<file path="src/inc/epis_pkg.sv">
package epis_pkg;
   // Byte addresses on the Wishbone slave
   localparam logic [3:0] ADDR_SENSE = 4'h0;
   localparam logic [3:0] ADDR_CSR = 4'h4;
   localparam logic [3:0] ADDR_ENABLE = 4'h8;
   localparam logic [3:0] ADDR_FLAG = 4'hc;
   // Sense select field positions
   localparam int SENSE_FIRST_LO = 0;
   localparam int SENSE_SECOND_LO = 2;
   // Third pin edge select in control-and-status
   localparam int SENSE_THIRD_BIT = 6;
   // Enable and flag layout
   localparam int BIT_SECOND = 7;
   localparam int BIT_FIRST = 6;
   localparam int BIT_THIRD = 5;
   localparam int BIT_GLOBAL = 0;
   localparam logic [7:0] SENSE_RESET = 8'h00;
   localparam logic [7:0] ENABLE_RESET = 8'h00;
   // Sense codes
   localparam logic [1:0] SENSE_LOW = 2'h0;
   localparam logic [1:0] SENSE_ANY = 2'h1;
   localparam logic [1:0] SENSE_FALL = 2'h2;
   localparam logic [1:0] SENSE_RISE = 2'h3;
   // Wake sampling: slow oscillator period, in ns, and cycles of clk_sys
   localparam int CLK_NS = 25;
   localparam int WDOG_PERIOD_NS = 1000;
   localparam int WDOG_CYCLES = WDOG_PERIOD_NS / CLK_NS;
   localparam int WAKE_SAMPLES = 2;
endpackage

</file>
<file path="src/hw/epis_core.sv">
// How it works
// - A pin that is enabled raises its request even when it is driven as an output.
// - The third pin is edge only; the first two offer low level and both edges.
// - In low-level mode the first two pins request while the pin stays low.
// - Edges on the first two pins are found only while the I/O clock runs.
// - Low level on pins one and two and edges on pin three work with no I/O clock.
// - A level wake needs two samples of the low level on the slow wake tick.
// - A wake whose level drops before start-up ends wakes but raises nothing.
// - A pin interrupt goes out only with the global and the pin enable set.
// - Bits 3:2 pick the second pin mode: low, any change, fall, rise.
// - Bits 1:0 pick the first pin mode with the same encoding.
// - Pins are sampled before edge detection, so a pulse over one clock counts.
// - Bit 6 of control-and-status picks fall (0) or rise (1) for pin three.
// - A request flag sets on its trigger and clears on service or a written one.
// - A pin in low-level mode always reads its request flag as clear.
// - Enables sit at bit 7 (second), bit 6 (first) and bit 5 (third).
module epis_core
   import epis_pkg::*;
(
   input wire logic clk_sys,
   input wire logic rst_b,
   input wire logic clk_en,
   input wire logic io_clk_run,
   input wire logic sleep_deep,
   input wire logic startup_done,
   input wire logic ext_irq_pin_first,
   input wire logic ext_irq_pin_second,
   input wire logic ext_irq_pin_third,
   input wire logic [2:0] irq_serviced,
   input wire logic wb_cyc_i,
   input wire logic wb_stb_i,
   input wire logic wb_we_i,
   input wire logic [3:0] wb_adr_i,
   input wire logic [3:0] wb_sel_i,
   input wire logic [31:0] wb_dat_i,
   output logic [31:0] wb_dat_o,
   output logic wb_ack_o,
   output logic [2:0] irq_req,
   output logic irq_o,
   output logic wake_o
);
   logic [7:0] sense_reg;
   logic [7:0] csr_reg;
   logic [7:0] enable_reg;
   logic [2:0] flag_reg;
   logic [2:0] meta_reg;
   logic [2:0] sync_reg;
   logic [2:0] prev_reg;
   logic [2:0] level_low;
   logic [2:0] edge_hit;
   logic [2:0] pin_en;
   logic [2:0] flag_clr;
   logic [2:0] flag_view;
   logic [5:0] tick_reg;
   logic tick;
   logic [1:0] wake_cnt_reg;
   logic wake_reg;
   logic [2:0] irq_req_reg;
   logic irq_reg;
   logic ack_reg;
   logic [31:0] dat_reg;
   logic wb_hit;
   logic wr_sense;
   logic wr_csr;
   logic wr_en;
   logic wr_flag;
   logic [1:0] mode_first;
   logic [1:0] mode_second;

   assign mode_first = sense_reg[SENSE_FIRST_LO +: 2];
   assign mode_second = sense_reg[SENSE_SECOND_LO +: 2];
   assign wb_hit = wb_cyc_i && wb_stb_i && !ack_reg && wb_sel_i[0];
   assign wr_sense = wb_hit && wb_we_i && wb_adr_i == ADDR_SENSE;
   assign wr_csr = wb_hit && wb_we_i && wb_adr_i == ADDR_CSR;
   assign wr_en = wb_hit && wb_we_i && wb_adr_i == ADDR_ENABLE;
   assign wr_flag = wb_hit && wb_we_i && wb_adr_i == ADDR_FLAG;

   // Pins pass two flops; the pin's direction is never looked at
   // output pins still trigger
   always_ff @(posedge clk_sys or negedge rst_b) begin
      if (!rst_b) begin
         meta_reg <= 3'h7;
         sync_reg <= 3'h7;
         prev_reg <= 3'h7;
      end else if (clk_en) begin
         meta_reg <= {ext_irq_pin_third, ext_irq_pin_second,
                      ext_irq_pin_first};
         sync_reg <= meta_reg;
         prev_reg <= sync_reg;
      end
   end

   function automatic logic sense_hit(input logic [1:0] mode,
                                      input logic cur, input logic prv);
      logic hit;
      hit = 1'b0;
      unique case (mode)
         SENSE_LOW: hit = 1'b0;
         SENSE_ANY: hit = cur ^ prv;
         SENSE_FALL: hit = prv && !cur;
         SENSE_RISE: hit = cur && !prv;
      endcase
      return hit;
   endfunction

   always_comb begin
      edge_hit[0] = io_clk_run &&
                    sense_hit(mode_first, sync_reg[0], prev_reg[0]);
      edge_hit[1] = io_clk_run &&
                    sense_hit(mode_second, sync_reg[1], prev_reg[1]);
      // third pin edge needs no I/O clock
      edge_hit[2] = csr_reg[SENSE_THIRD_BIT] ?
                    (sync_reg[2] && !prev_reg[2]) :
                    (prev_reg[2] && !sync_reg[2]);
      level_low[0] = mode_first == SENSE_LOW && !sync_reg[0];
      level_low[1] = mode_second == SENSE_LOW && !sync_reg[1];
      level_low[2] = 1'b0;
   end

   assign pin_en = {enable_reg[BIT_THIRD], enable_reg[BIT_SECOND],
                    enable_reg[BIT_FIRST]};
   assign flag_clr = irq_serviced |
                     (wr_flag ? {wb_dat_i[BIT_THIRD], wb_dat_i[BIT_SECOND],
                                 wb_dat_i[BIT_FIRST]} : 3'h0);

   always_ff @(posedge clk_sys or negedge rst_b) begin
      if (!rst_b) begin
         flag_reg <= 3'h0;
      end else if (clk_en) begin
         flag_reg <= edge_hit | (flag_reg & ~flag_clr);
      end
   end

   assign flag_view = flag_reg & ~level_low & {1'b1,
                      mode_second != SENSE_LOW, mode_first != SENSE_LOW};

   // Slow tick stands in for the watchdog oscillator
   assign tick = tick_reg == 6'(WDOG_CYCLES - 1);
   always_ff @(posedge clk_sys or negedge rst_b) begin
      if (!rst_b) begin
         tick_reg <= 6'h00;
      end else if (clk_en) begin
         tick_reg <= tick ? 6'h00 : tick_reg + 6'h01;
      end
   end

   always_ff @(posedge clk_sys or negedge rst_b) begin
      if (!rst_b) begin
         wake_cnt_reg <= 2'h0;
         wake_reg <= 1'b0;
      end else if (clk_en) begin
         if (!sleep_deep) begin
            wake_cnt_reg <= 2'h0;
            wake_reg <= 1'b0;
         end else if (tick) begin
            if (|(level_low[1:0] & pin_en[1:0])) begin
               if (wake_cnt_reg == 2'(WAKE_SAMPLES - 1))
                  wake_reg <= 1'b1;
               else
                  wake_cnt_reg <= wake_cnt_reg + 2'h1;
            end else begin
               wake_cnt_reg <= 2'h0;
            end
         end
         if (sleep_deep && pin_en[2] && edge_hit[2])
            wake_reg <= 1'b1;
      end
   end

   // level must still be low here
   always_ff @(posedge clk_sys or negedge rst_b) begin
      if (!rst_b) begin
         irq_req_reg <= 3'h0;
         irq_reg <= 1'b0;
      end else if (clk_en) begin
         irq_req_reg <= (flag_view | level_low) & pin_en &
                        {3{enable_reg[BIT_GLOBAL] && startup_done}};
         irq_reg <= |((flag_view | level_low) & pin_en) &&
                    enable_reg[BIT_GLOBAL] && startup_done;
      end
   end

   always_ff @(posedge clk_sys or negedge rst_b) begin
      if (!rst_b) begin
         sense_reg <= SENSE_RESET;
         csr_reg <= SENSE_RESET;
         enable_reg <= ENABLE_RESET;
      end else if (clk_en) begin
         if (wr_sense)
            sense_reg <= wb_dat_i[7:0];
         if (wr_csr)
            csr_reg <= wb_dat_i[7:0];
         if (wr_en)
            enable_reg <= wb_dat_i[7:0];
      end
   end

   // One wait cycle; unmapped reads give zero and writes vanish
   always_ff @(posedge clk_sys or negedge rst_b) begin
      if (!rst_b) begin
         ack_reg <= 1'b0;
         dat_reg <= 32'h0;
      end else if (clk_en) begin
         ack_reg <= wb_cyc_i && wb_stb_i && !ack_reg;
         dat_reg <= 32'h0;
         if (wb_cyc_i && wb_stb_i && !ack_reg) begin
            unique case (wb_adr_i)
               ADDR_SENSE: dat_reg <= {24'h0, sense_reg};
               ADDR_CSR: dat_reg <= {24'h0, csr_reg};
               ADDR_ENABLE: dat_reg <= {24'h0, enable_reg};
               ADDR_FLAG: dat_reg <= {24'h0, flag_view[1],
                                      flag_view[0], flag_view[2], 5'h0};
               default: dat_reg <= 32'h0;
            endcase
         end
      end
   end

   assign wb_ack_o = ack_reg;
   assign wb_dat_o = dat_reg;
   assign irq_req = irq_req_reg;
   assign irq_o = irq_reg;
   assign wake_o = wake_reg;

   a_global_gate: assert property (@(posedge clk_sys) disable iff (!rst_b)
      clk_en && !enable_reg[BIT_GLOBAL] |=> !irq_o)
      else $error("interrupt out with global enable clear");
   a_level_hold: assert property (@(posedge clk_sys) disable iff (!rst_b)
      clk_en && level_low[0] && pin_en[0] && enable_reg[BIT_GLOBAL]
      && startup_done |=> irq_req[0])
      else $error("level request missing");
   a_flag_set: assert property (@(posedge clk_sys) disable iff (!rst_b)
      clk_en && edge_hit[2] |=> flag_reg[2])
      else $error("edge lost");
   a_level_flag: assert property (@(posedge clk_sys) disable iff (!rst_b)
      mode_first == SENSE_LOW |-> !flag_view[0])
      else $error("flag visible in level mode");
   // no pin one edge without I/O clock
   a_io_clock: assert property (@(posedge clk_sys) disable iff (!rst_b)
      !io_clk_run |-> !edge_hit[0] && !edge_hit[1])
      else $error("edge seen without I/O clock");
   a_third_rise: assert property (@(posedge clk_sys) disable iff (!rst_b)
      csr_reg[SENSE_THIRD_BIT] && $fell(sync_reg[2]) |-> !edge_hit[2])
      else $error("fall seen in rise mode");
   a_startup_gate: assert property (@(posedge clk_sys) disable iff (!rst_b)
      clk_en && !startup_done |=> irq_req == 3'h0)
      else $error("request during start-up");
   // wake only with deep sleep set on the cycle before
   a_wake_late: assert property (@(posedge clk_sys) disable iff (!rst_b)
      $rose(wake_o) |-> $past(sleep_deep))
      else $error("wake outside deep sleep");
   // synced pin rise is an edge
   a_edge_delay: assert property (@(posedge clk_sys) disable iff (!rst_b)
      clk_en && io_clk_run && mode_first == SENSE_RISE
      && $rose(sync_reg[0]) |-> edge_hit[0])
      else $error("rising edge missed");
endmodule // epis_core

</file>
<file path="config.mk">
export PLATFORM = sky130hd
export DESIGN_NAME = epis_core
export DESIGN_NICKNAME = d
export VERILOG_FILES = /design/src/inc/epis_pkg.sv /design/src/hw/epis_core.sv
export SDC_FILE = /design/constraint.sdc
export NUM_CORES = 1
export LEC_CHECK = 0
export BUFFER_PORTS_ARGS = -buffer_cell sky130_fd_sc_hd__buf_2
export CAP_MARGIN = 15
export CORE_ASPECT_RATIO = 1.5
export CORE_MARGIN = 3
export CORE_UTILIZATION = 48
export CTS_BUF_LIST = sky130_fd_sc_hd__clkbuf_8
export DETAILED_ROUTE_END_ITERATION = 8
export HOLD_SLACK_MARGIN = 0.02
export PLACE_DENSITY = 0.89
export RECOVER_POWER = 25
export SYNTH_ARGS = -nofsm -noshare
export SYNTH_HDL_FRONTEND = slang
export SYNTH_SLANG_ARGS = --single-unit
</file>
<file path="constraint.sdc">
create_clock -name clk_sys -period 2.18 [get_ports clk_sys]
set_input_delay 0.109 -clock clk_sys [delete_from_list [all_inputs] [get_ports clk_sys]]
set_output_delay 0.109 -clock clk_sys [all_outputs]
set_load 0.01 [all_outputs]
</file>
---- After elaboration in Yosys (flattened, before gate mapping) ----
Index checks and enable logic that the tools add are counted.
storage, ports and cells
  bits of input ports ..................... 55
  flip-flop bits (word level) ............. 82
cells by class
  equal/unequal tests ..................... 16
  bitwise logic cells ..................... 13
  reductions and logical operators ........ 42
  add/sub/neg operators ................... 2
  multiplexer cells ....................... 16
operators with widths
  operator                                                count
  case mux 8 bit (4 select lines)                         1
  logical AND 1 bit                                       23
  AND 3 bit                                               5
  inequality test 3 x 1 -> 1 bit (second input constant)  3
  equality test 2 bit (second input constant)             4
  equality test 4 bit (second input constant)             2
  two-way mux 2 bit                                       4
  two-way mux 8 bit                                       1
  case mux 1 bit (4 select lines)                         2
  logical NOT 1 bit                                       7
  adder 6 x 1 -> 6 bit (second input constant)            1
  equality test 2 x 1 -> 1 bit (second input constant)    3
  equality test 6 bit (second input constant)             1
  two-way mux 1 bit                                       6
  two-way mux 6 bit                                       1
  OR 3 bit                                                2
  AND reduction 2 bit                                     3
  equality test 4 x 3 -> 1 bit (second input constant)    1
  logical NOT 2 bit                                       2
  logical NOT 4 bit                                       1
  AND reduction 4 bit                                     1
  nonzero test 2 bit                                      2
  two-way mux 3 bit                                       1
  inequality test 3 bit (second input constant)           1
  other kinds (10)                                        11

---- Depth between registers and ports, before layout ----
Gate-level depths: netlist of the first run.
  depth after elaboration ................. 10
  mapped depth ............................ 6
  gate-level depth less buffers ........... 5

---- Least setup slack after synthesis of the first run ----
OpenSTA, ideal clock, no wires.
  kind .................................... reg2reg
  from .................................... register ack_reg, in the netlist wb_ack_o
  to ...................................... register csr_reg[0]
  data required time ...................... 2.055 ns
  library setup time ...................... 0.125 ns
  stages on the path, launching flop included .. 7
  arrival time ............................ 2.019 ns
  path slack .............................. 0.036 ns
  cell sequence ........................... dfrtp_1 nand4b_1 or4_1 buf_2 or3b_1 buf_6 mux2_4
between the ends
  longest elaborated chain between the ends .. 6
ends and longest elaborated chain
  what                            RTL line          source
  from (decl)                     epis_core.sv:60   logic ack_reg;
  from (signal assigned)          epis_core.sv:204  ack_reg <= wb_cyc_i && wb_stb_i && !ack_reg;
  logical NOT 1 bit               epis_core.sv:72   assign wb_hit = wb_cyc_i && wb_stb_i && !ack_reg && wb_sel_i[0];
  logical AND 1 bit (2 in a row)  epis_core.sv:72
  logical AND 1 bit (2 in a row)  epis_core.sv:74   assign wr_csr = wb_hit && wb_we_i && wb_adr_i == ADDR_CSR;
  AND reduction 2 bit (no line)   -
  to (signal assigned)            epis_core.sv:192  csr_reg <= wb_dat_i[7:0];
  to (decl)                       epis_core.sv:43   logic [7:0] csr_reg;
No other way between the ends.
A chain may end at the register's enable or synchronous reset.

---- Final worst setup path of the first run ----
  from .................................... register ack_reg, in the netlist wb_ack_o
  to ...................................... register csr_reg[1]
The elaborated chain is that of the path after synthesis.

==> impl_metrics.py, run 1 <==
metrics = {
    "outcome": {
        "status": "complete, no violations",
    },
    "clock_tree": {
        "clkSinkCount": 58,
        "htreeDepth": 3,
        "clk_latency_ns": 0.34,
        "cts_root_buf": "clkbuf_8",
        "cts_tree": "yes",
        "clk_pin_slew_worst_paths_ns": 0.07,
        "cts_buffer_depth": 2,
        "numCtsBuffers": 9,
    },
    "placed_design": {
        "portBuffers": 41,
        "place_congestion": 0.804,
        "dp_hpwl_um": 4340,
        "placed_area_um2": 3190,
    },
    "drt": {
        "post_drt_via_cell_ratio": 5.33,
        "wl_per_cell_um": 15.7,
        "drt_iter0_drc": 94,
        "vias": 2125,
        "dr.pass1.iters": 4,
        "ant_nets": 0,
        "finalWirelength_um": 6250,
        "drc": 0,
    },
    "setup_path": {
        "r2r_setup_slack_ns": 0.07,
        "worstSetupPathType": "reg2reg",
        "r2r_end": "csr_reg[1]",
        "worst-path-buf-inv": 1,
        "rr_worst_depth": 5,
        "cp.arrival_ns": 2.32,
        "worstPathRequired_ns": 2.40,
        "crit_slowest_cell": "or4_4",
        "cp-end-kind": "flip-flop",
        "crit_path_max_incr_delay_ns": 0.47,
        "start_kind": "flip-flop",
        "reg2reg_from": "wb_ack_o",
        "crit_fanout": 6,
        "crit_family": "simple AND/OR/NAND/NOR gates",
        "crit_chain": "nand4b_1, or4_4, or3b_1, buf_6, mux2_4",
    },
    "global_route": {
        "grt_start_max_net_pins": 41,
        "grt-ovfl-total": 0,
        "antenna_found_initial": 0,
        "grt_pass1_wl_um": 9990,
        "grt_pass1_vias": 2090,
        "grt_use_total": 0.180,
    },
    "power": {
        "finalPower_mw": 2.76,
        "power_switching_mw": 0.722,
        "p_clk_frac": 0.405,
        "powerDensity_nw_per_um2": 791,
        "combPwrFrac": 0.125,
        "ir_drop_uv": 458,
        "internal-power_mw": 2.04,
        "pwr-share-seq": 0.469,
        "leakage_nw": 1.71,
        "switching_share": 0.262,
    },
    "synth": {
        "syn_inst": 265,
        "netlist.area_leader.share": 0.413,
        "ys_top_cells_by_count": "dfrtp_1, buf_4, inv_1, nand2_1",
        "ys_seq_area_frac": 0.493,
        "synth_edf_count": 0,
        "synth_most_common_cell": "dfrtp_1",
        "syn_area_um2": 2970,
        "synth_top_area_cell": "dfrtp_1",
        "synth_top_cells_by_area": "dfrtp_1, mux2_4, dfstp_2",
        "async_flop_share": 1.00,
        "syn_area_per_cell_um2": 11.2,
        "yosysWarnings": 0,
        "yosysUniqueCellTypes": 43,
        "synth_ff_type": "dfrtp_1",
        "ys_ff_latch": 58,
    },
    "timing": {
        "slew_violations": 0,
        "rsz0062_at_grt": "no",
        "finalHoldViolations": 0,
        "period_needed_ns": 2.11,
        "worstMarginPinSlew_ns": 1.09,
        "finalCritPeriodShare": 0.967,
        "holdWs_ns": 0.0348,
        "skew_ns": 0.00823,
        "timing.slew.headroom": 0.272,
        "setup_viol": 0,
        "fmax_ghz": 0.474,
    },
    "job": {
        "maxCapViolations": 0,
    },
    "floorplan": {
        "rows": 34,
        "coreArea_um2": 5910,
        "start_util": 0.502,
        "dieArea_um2": 7180,
        "ios": 93,
        "die_h_um": 102,
        "die_w_um": 70.2,
    },
    "layout": {
        "design_area_um2": 3490,
        "final_core_util": 0.590,
        "final_nets": 383,
        "antenna_cells": 0,
        "areaGrowthSynthToFinish_pct": 17.6,
        "drive_above_1_share": 0.330,
    },
    "hold_path": {
        "hold_class": "in2reg",
        "min_to": "enable_reg[4]",
        "min_path_cells": 2,
        "hold_path_startpoint": "wb_dat_i[4]",
    },
}
[worst max path at each step]
| stage | from | cells past startpoint | to | slack [ns] |
|---|---|---|---|---|
| CTS | wb_ack_o | 5 | csr_reg[1] | 0.009 |
| finish | wb_ack_o | 5 | csr_reg[1] | 0.07 |
| global placement | wb_ack_o | 5 | csr_reg[0] | 0.05 |
| floorplan | wb_ack_o | 6 | csr_reg[0] | 0.04 |
| global route | wb_ack_o | 5 | csr_reg[1] | 0.02 |
| detailed placement | wb_ack_o | 5 | csr_reg[6] | -0.003 |
[logic make-up after synthesis]
family	count (synthesis)	share of synthesized area
flip-flops	58	0.493
AND/OR/NAND/NOR	57	0.102
buffers and inverters	56	0.105
AO/OA/AOI/OAI	45	0.0949
multiplexers	38	0.166
adder cells (fa/ha/maj)	6	0.0253
XOR/XNOR	4	0.0118
other	1	0.00126
[worst register-to-register path, cell delays in order (launching register included)]
cell      delay, ns
dfrtp_1        0.39
nand4b_1       0.24
or4_4          0.47
or3b_1         0.43
buf_6          0.17
mux2_4         0.30
[through the flow]
step | worst slack (ns) | instances | setup TNS, ns
floorplan | 0.0364 | 288 | 0
global placement | 0.0459 | 376 | 0
detailed placement | -0.00283 | 376 | -0.00283
CTS | 0.00904 | 398 | 0
global route | 0.0210 | 399 | 0
finish | 0.0725 | 399 | 0
[power by group through the flow]
stage	combinational [mW]	sequential, mW	clock, mW
3_3_place_gp	0.315	1.30	0
6_report	0.346	1.30	1.12
2_1_floorplan	0.265	1.28	0
5_1_grt	0.391	1.31	1.19
3_5_place_dp	0.336	1.31	0
4_1_cts	0.349	1.29	1.14
[final cells by class]
cell class	instances	area (um2)
Clock buffer	10	138
Fill cell	496	2420
Timing Repair Buffer	59	353
Multi-Input combinational cell	174	1280
Inverter	20	75.1
Tap cell	72	90.1
Sequential cell	58	1460
Clock inverter	6	88.8
[metal layers]
metal | routed length (um) | vias to the layer above | global-route usage
met2 | 3230 | 85 | 0.304
li1 | - | 983 | -
met4 | 248 | 0 | 0.115
met5 | 0 | - | 0
met3 | 361 | 24 | 0.0413
met1 | 2410 | 1033 | 0.207
[repair_timing]
item	in CTS	in global routing
buffers inserted	1	1
hold buffers	5	0
setup endpoints to repair	16	21
resized for setup	1	1
endpoints found under the hold margin	17	0
pin swaps	0	1
[layout by cell type, fill, tap and decap left out, drive strengths merged, types with 3 or more instances in the layout]
master and n:
dfstp 9, ha 6, clkbuf 13, nor2b 3, dfrtp 49, nor2 8
a21oi 6, nand3 7, xnor2 3, mux2 32, o211ai 6, conb 24
dlygate4sd3 5, o22ai 9, o21ai 14, inv 21, buf 51, nand2b 4
mux2i 5, nand2 20, a21boi 3
Note: power is estimated with default switching activity, not from simulation.
==> inputs of run 2 (changes only) <==
--- a/config.mk
+++ b/config.mk
@@ -6,14 +6,14 @@
 export NUM_CORES = 1
 export LEC_CHECK = 0
 export BUFFER_PORTS_ARGS = -buffer_cell sky130_fd_sc_hd__buf_2
-export CAP_MARGIN = 15
+export CAP_MARGIN = 30
 export CORE_ASPECT_RATIO = 1.5
 export CORE_MARGIN = 3
 export CORE_UTILIZATION = 48
-export CTS_BUF_LIST = sky130_fd_sc_hd__clkbuf_8
+export CTS_BUF_LIST = sky130_fd_sc_hd__clkbuf_4
 export DETAILED_ROUTE_END_ITERATION = 8
 export HOLD_SLACK_MARGIN = 0.02
-export PLACE_DENSITY = 0.89
+export PLACE_DENSITY = 0.82
 export RECOVER_POWER = 25
 export SYNTH_ARGS = -nofsm -noshare
 export SYNTH_HDL_FRONTEND = slang
==> run 2 against run 1 <==
  * The flow now finishes with violations (max-capacitance violations, max-slew violations)
  * Sequential cell count stayed put
  * Largest power group unchanged
  * Combinational power is 1% higher
  * Sequential power hardly changed
==> impl_metrics.py, run 2 (same netlist as run 1, synthesis figures left out) <==
metrics = {
    "outcome": {
        "status": "complete, but fails checks",
        "violations": "max-capacitance violations, max-slew violations",
    },
    "placed_design": {
        "dp_slack_ns": -0.0217,
        "place_congestion": 0.777,
        "placed_area_um2": 3190,
        "dp_hpwl_um": 4290,
        "portBuffers": 41,
    },
    "setup_path": {
        "crit_slowest_cell": "or4_4",
        "cp-end-kind": "flip-flop",
        "crit_path_max_incr_delay_ns": 0.48,
        "crit_fanout": 5,
        "crit_family": "simple AND/OR/NAND/NOR gates",
        "worstSetupPathType": "reg2reg",
        "start_kind": "flip-flop",
        "worstPathRequired_ns": 2.46,
        "cp.arrival_ns": 2.35,
        "crit_chain": "nand4b_1, or4_4, or3b_1, buf_4, mux2_4",
        "worst-path-buf-inv": 1,
    },
    "layout": {
        "final_common_cell": "dfrtp_1",
        "antenna_cells": 0,
        "design_area_um2": 3460,
        "final_core_util": 0.585,
        "final_nets": 392,
        "drive_above_1_share": 0.327,
        "most-common-layout-cells": "dfrtp_1, buf_2, conb_1",
        "areaGrowthSynthToFinish_pct": 16.6,
    },
    "power": {
        "pwr-share-seq": 0.572,
        "p_clk_frac": 0.273,
        "ir_drop_uv": 355,
        "leakage_nw": 1.71,
        "combPwrFrac": 0.155,
        "power_switching_mw": 0.635,
        "powerDensity_nw_per_um2": 652,
        "internal-power_mw": 1.62,
        "switching_share": 0.281,
    },
    "timing": {
        "fmax_ghz": 0.484,
        "skew_ns": 0.0127,
        "worstMarginPinSlew_ns": 1.50,
        "setup_viol": 0,
        "finalCritPeriodShare": 0.948,
        "timing.slew.headroom": -0.0000181,
        "rsz0062_at_grt": "no",
        "finalHoldViolations": 0,
        "period_needed_ns": 2.07,
        "slew_violations": 8,
        "setup_slack_ns": 0.113,
    },
    "clock_tree": {
        "clk_pin_slew_worst_paths_ns": 0.09,
        "numCtsBuffers": 9,
        "cts_tree": "yes",
        "htreeDepth": 3,
        "cts_root_buf": "clkbuf_4",
        "clkSinkCount": 58,
        "clk_latency_ns": 0.40,
        "cts_buffer_depth": 2,
    },
    "global_route": {
        "grt-ovfl-total": 0,
        "grt_pass1_wl_um": 9790,
        "grt_start_max_net_pins": 41,
        "antenna_found_initial": 0,
        "grt_pass1_vias": 2121,
        "grt_use_total": 0.176,
    },
    "drt": {
        "drt_iter0_drc": 60,
        "ant_nets": 0,
        "post_drt_via_cell_ratio": 5.15,
        "drc": 0,
        "finalWirelength_um": 5920,
        "wl_per_cell_um": 14.5,
        "dr.pass1.iters": 4,
        "vias": 2100,
    },
    "hold_path": {
        "hold_class": "in2reg",
    },
    "floorplan": {
        "start_util": 0.502,
        "die_w_um": 70.2,
        "die_h_um": 102,
        "dieArea_um2": 7180,
        "rows": 34,
        "coreArea_um2": 5910,
        "ios": 93,
    },
    "job": {
        "maxCapViolations": 1,
    },
}
==> run 2: worst paths after layout <==
check                           slack (ns)        start  cells past startpoint         endpoint
min in group asynchronous             0.60        rst_b                      2      wb_dat_o[1]
worst max-delay path                  0.11     wb_ack_o                      5       csr_reg[1]
worst min-delay path                  0.05   sleep_deep                      3  wake_cnt_reg[0]
worst max register to register        0.11     wb_ack_o                      5       csr_reg[1]
worst min register to register        0.50  meta_reg[1]                      2      sync_reg[1]
max in group asynchronous             0.55        rst_b                      3      prev_reg[2]
==> run 2: final cells by class <==
| type | instances | area [um2] |
|---|---|---|
| Inverter | 20 | 75.1 |
| Sequential cell | 58 | 1460 |
| Clock inverter | 5 | 22.5 |
| Timing Repair Buffer | 68 | 444 |
| Fill cell | 517 | 2450 |
| Clock buffer | 11 | 82.6 |
| Tap cell | 72 | 90.1 |
| Multi-Input combinational cell | 174 | 1280 |
==> run 2: through the flow <==
stage	hold WS [ns]	std cells	TNS [ns]	power (mW)
2_1_floorplan	-0.187	288	0	1.55
3_3_place_gp	0.160	376	0	1.62
3_5_place_dp	0.167	376	-0.113	1.64
4_1_cts	0.0305	407	0	2.28
5_1_grt	0.0410	408	0	2.38
6_report	0.0485	408	0	2.26
==> run 2: repair_timing <==
| action | 4_1_cts | 5_1_grt |
|---|---|---|
| hold buffers | 15 | 0 |
| pin swaps | 0 | 1 |
| resized for setup | 1 | 0 |
| setup buffers | 0 | 1 |
| setup endpoints to repair | 17 | 22 |
| hold endpoints to repair | 52 | 0 |
==> run 2: worst register-to-register path, stage by stage, from the launching register on <==
cell	delay, ns
dfrtp_1	0.38
nand4b_1	0.21
or4_4	0.48
or3b_1	0.41
buf_4	0.18
mux2_4	0.30
==> run 2: layer usage <==
layer | vias up | share of wire | track usage
met1 | 1015 | 0.42 | 0.208
li1 | 1005 | - | -
met2 | 64 | 0.51 | 0.296
met3 | 16 | 0.043 | 0.0394
met5 | - | 0 | 0
met4 | 0 | 0.032 | 0.102
==> run 2: power by group through the flow <==
stage | clock (mW) | sequential, mW | combinational [mW]
2_1_floorplan | 0 | 1.28 | 0.265
3_3_place_gp | 0 | 1.30 | 0.316
3_5_place_dp | 0 | 1.31 | 0.331
4_1_cts | 0.632 | 1.29 | 0.353
5_1_grt | 0.683 | 1.31 | 0.395
6_report | 0.617 | 1.29 | 0.350
==> inputs of run 3 (changes only) <==
--- a/config.mk
+++ b/config.mk
@@ -7,13 +7,13 @@
 export LEC_CHECK = 0
 export BUFFER_PORTS_ARGS = -buffer_cell sky130_fd_sc_hd__buf_2
 export CAP_MARGIN = 30
-export CORE_ASPECT_RATIO = 1.5
+export CORE_ASPECT_RATIO = 0.7
 export CORE_MARGIN = 3
 export CORE_UTILIZATION = 48
 export CTS_BUF_LIST = sky130_fd_sc_hd__clkbuf_4
 export DETAILED_ROUTE_END_ITERATION = 8
 export HOLD_SLACK_MARGIN = 0.02
-export PLACE_DENSITY = 0.82
+export PLACE_DENSITY_LB_ADDON = 0.1
 export RECOVER_POWER = 25
 export SYNTH_ARGS = -nofsm -noshare
 export SYNTH_HDL_FRONTEND = slang
==> run 3 against run 2 <==
  * Largest power group unchanged
  * Sequential cell count stayed put
  * Power up 0.69%
  * Sequential share of layout area fell by 0.17 points
  * Cell area rose by 0.40%
  * Via count decreased by 4.1%
  * Setup slack got worse by 0.035 ns
  * Critical endpoint is now enable_reg[6]
  * The flow still finishes with violations (max-capacitance violations, max-slew violations)
  * Global-route usage grew 0.75 points
  * Highest routed layer unchanged
  * Utilization rose by 0.95 points
  * Sequential power hardly changed
==> impl_metrics.py, run 3 (same netlist as run 1, synthesis figures left out) <==
metrics = {
    "power": {
        "leakage_nw": 1.71,
        "ir_drop_uv": 523,
        "powerDensity_nw_per_um2": 654,
    },
    "layout": {
        "areaGrowthSynthToFinish_pct": 17.0,
        "drive_above_1_share": 0.335,
        "final_core_util": 0.595,
        "most-common-layout-cells": "dfrtp_1, buf_2, conb_1",
        "final_common_cell": "dfrtp_1",
        "final_nets": 390,
        "antenna_cells": 0,
        "fin_cells": 409,
    },
    "timing": {
        "holdWs_ns": 0.0463,
        "period_needed_ns": 2.10,
        "fmax_ghz": 0.476,
        "skew_ns": 0.0102,
        "slew_violations": 27,
        "timing.slew.headroom": -0.0189,
        "setup_viol": 0,
        "finalHoldViolations": 0,
        "worstMarginPinSlew_ns": 1.53,
        "tns_ns": 0,
        "finalCritPeriodShare": 0.964,
        "rsz0062_at_grt": "yes",
    },
    "drt": {
        "post_drt_via_cell_ratio": 4.92,
        "drt_iter0_drc": 62,
        "dr.pass1.iters": 4,
        "ant_nets": 0,
        "finalWirelength_um": 5990,
        "drt-met1-wl_um": 3010,
        "wl_met2_um": 2650,
        "wl_met3_um": 293,
        "drc": 0,
        "vias": 2014,
        "wl_per_cell_um": 14.6,
        "top_layer": "met4",
    },
    "setup_path": {
        "crit_path_max_incr_delay_ns": 0.48,
        "crit_fanout": 4,
        "worstSetupPathType": "reg2reg",
        "crit_chain": "nand4b_1, or4_4, or3b_4, buf_4, mux2_4",
        "worstPathRequired_ns": 2.46,
        "cp-end-kind": "flip-flop",
        "start_kind": "flip-flop",
        "crit_slowest_cell": "or4_4",
        "cp.arrival_ns": 2.38,
    },
    "global_route": {
        "antenna_found_initial": 0,
        "grt_use_total": 0.184,
        "grt_pass1_wl_um": 10000,
        "grt_start_max_net_pins": 41,
        "grt_pass1_vias": 1980,
        "grt-ovfl-total": 0,
    },
    "placed_design": {
        "dp_cells": 378,
        "place_congestion": 0.729,
        "dp_hpwl_um": 4180,
        "portBuffers": 41,
    },
    "floorplan": {
        "die_w_um": 100,
        "ios": 93,
        "dieArea_um2": 7180,
        "rows": 23,
        "start_util": 0.508,
        "coreArea_um2": 5840,
        "die_h_um": 71.8,
    },
    "clock_tree": {
        "numCtsBuffers": 9,
        "cts_tree": "yes",
        "clk_pin_slew_worst_paths_ns": 0.08,
        "htreeDepth": 3,
        "cts_root_buf": "clkbuf_4",
        "cts_buffer_depth": 2,
        "clk_latency_ns": 0.39,
        "clkSinkCount": 58,
    },
    "outcome": {
        "violations": "max-capacitance violations, max-slew violations",
        "status": "complete, but fails checks",
    },
    "job": {
        "maxCapViolations": 1,
    },
    "hold_path": {
        "hold_class": "in2reg",
    },
}
## run 3: timing repair
action | in CTS | in global routing
hold endpoints to repair | 57 | 0
pin swaps | 0 | 2
gates resized for setup | 1 | 3
endpoints found under the setup margin | 14 | 24
hold buffers | 15 | 0
buffers inserted | 0 | 0
## run 3: per-layer routing
metal,GRT usage,vias up
li1,-,998
met1,0.261,967
met2,0.273,45
met3,0.0671,4
met4,0.0359,0
met5,0,-
## run 3: area by class of cell
class,instances,area (um2)
fill,526,2370
timing repair buffer,66,445
multi-input combinational,174,1290
clock inverter,4,18.8
inverter,20,75.1
sequential,58,1460
tap,75,93.8
clock buffer,12,90.1
## run 3: through the flow
stage	cell area, um2	setup slack (ns)	power, mW
2_1_floorplan	3050	0.0364	1.55
3_3_place_gp	3200	-0.00107	1.63
3_5_place_dp	3200	-0.0198	1.64
4_1_cts	3470	0.0111	2.30
5_1_grt	3470	-0.00635	2.42
6_report	3470	0.0776	2.27
## run 3: final timing paths
kind | from | end | slack [ns] | cells after the start
min in group asynchronous | rst_b | wake_cnt_reg[1] | 0.62 | 2
max | wb_ack_o | enable_reg[6] | 0.08 | 5
max reg2reg | wb_ack_o | enable_reg[6] | 0.08 | 5
min reg2reg | meta_reg[0] | sync_reg[0] | 0.50 | 2
max in group asynchronous | rst_b | prev_reg[1] | 0.64 | 3
min | irq_serviced[1] | flag_reg[1] | 0.05 | 4
## run 3: power by group
group | internal [mW] | switching, mW
combinational | 0.177 | 0.175
sequential | 1.20 | 0.0915
clock | 0.264 | 0.367
## run 3: critical path: cells and delay by family, from the launching register on
family,cells,cell delay [ns]
buffers and inverters,1,0.17
AND/OR/NAND/NOR,3,1.12
flip-flops,1,0.41
multiplexers,1,0.29
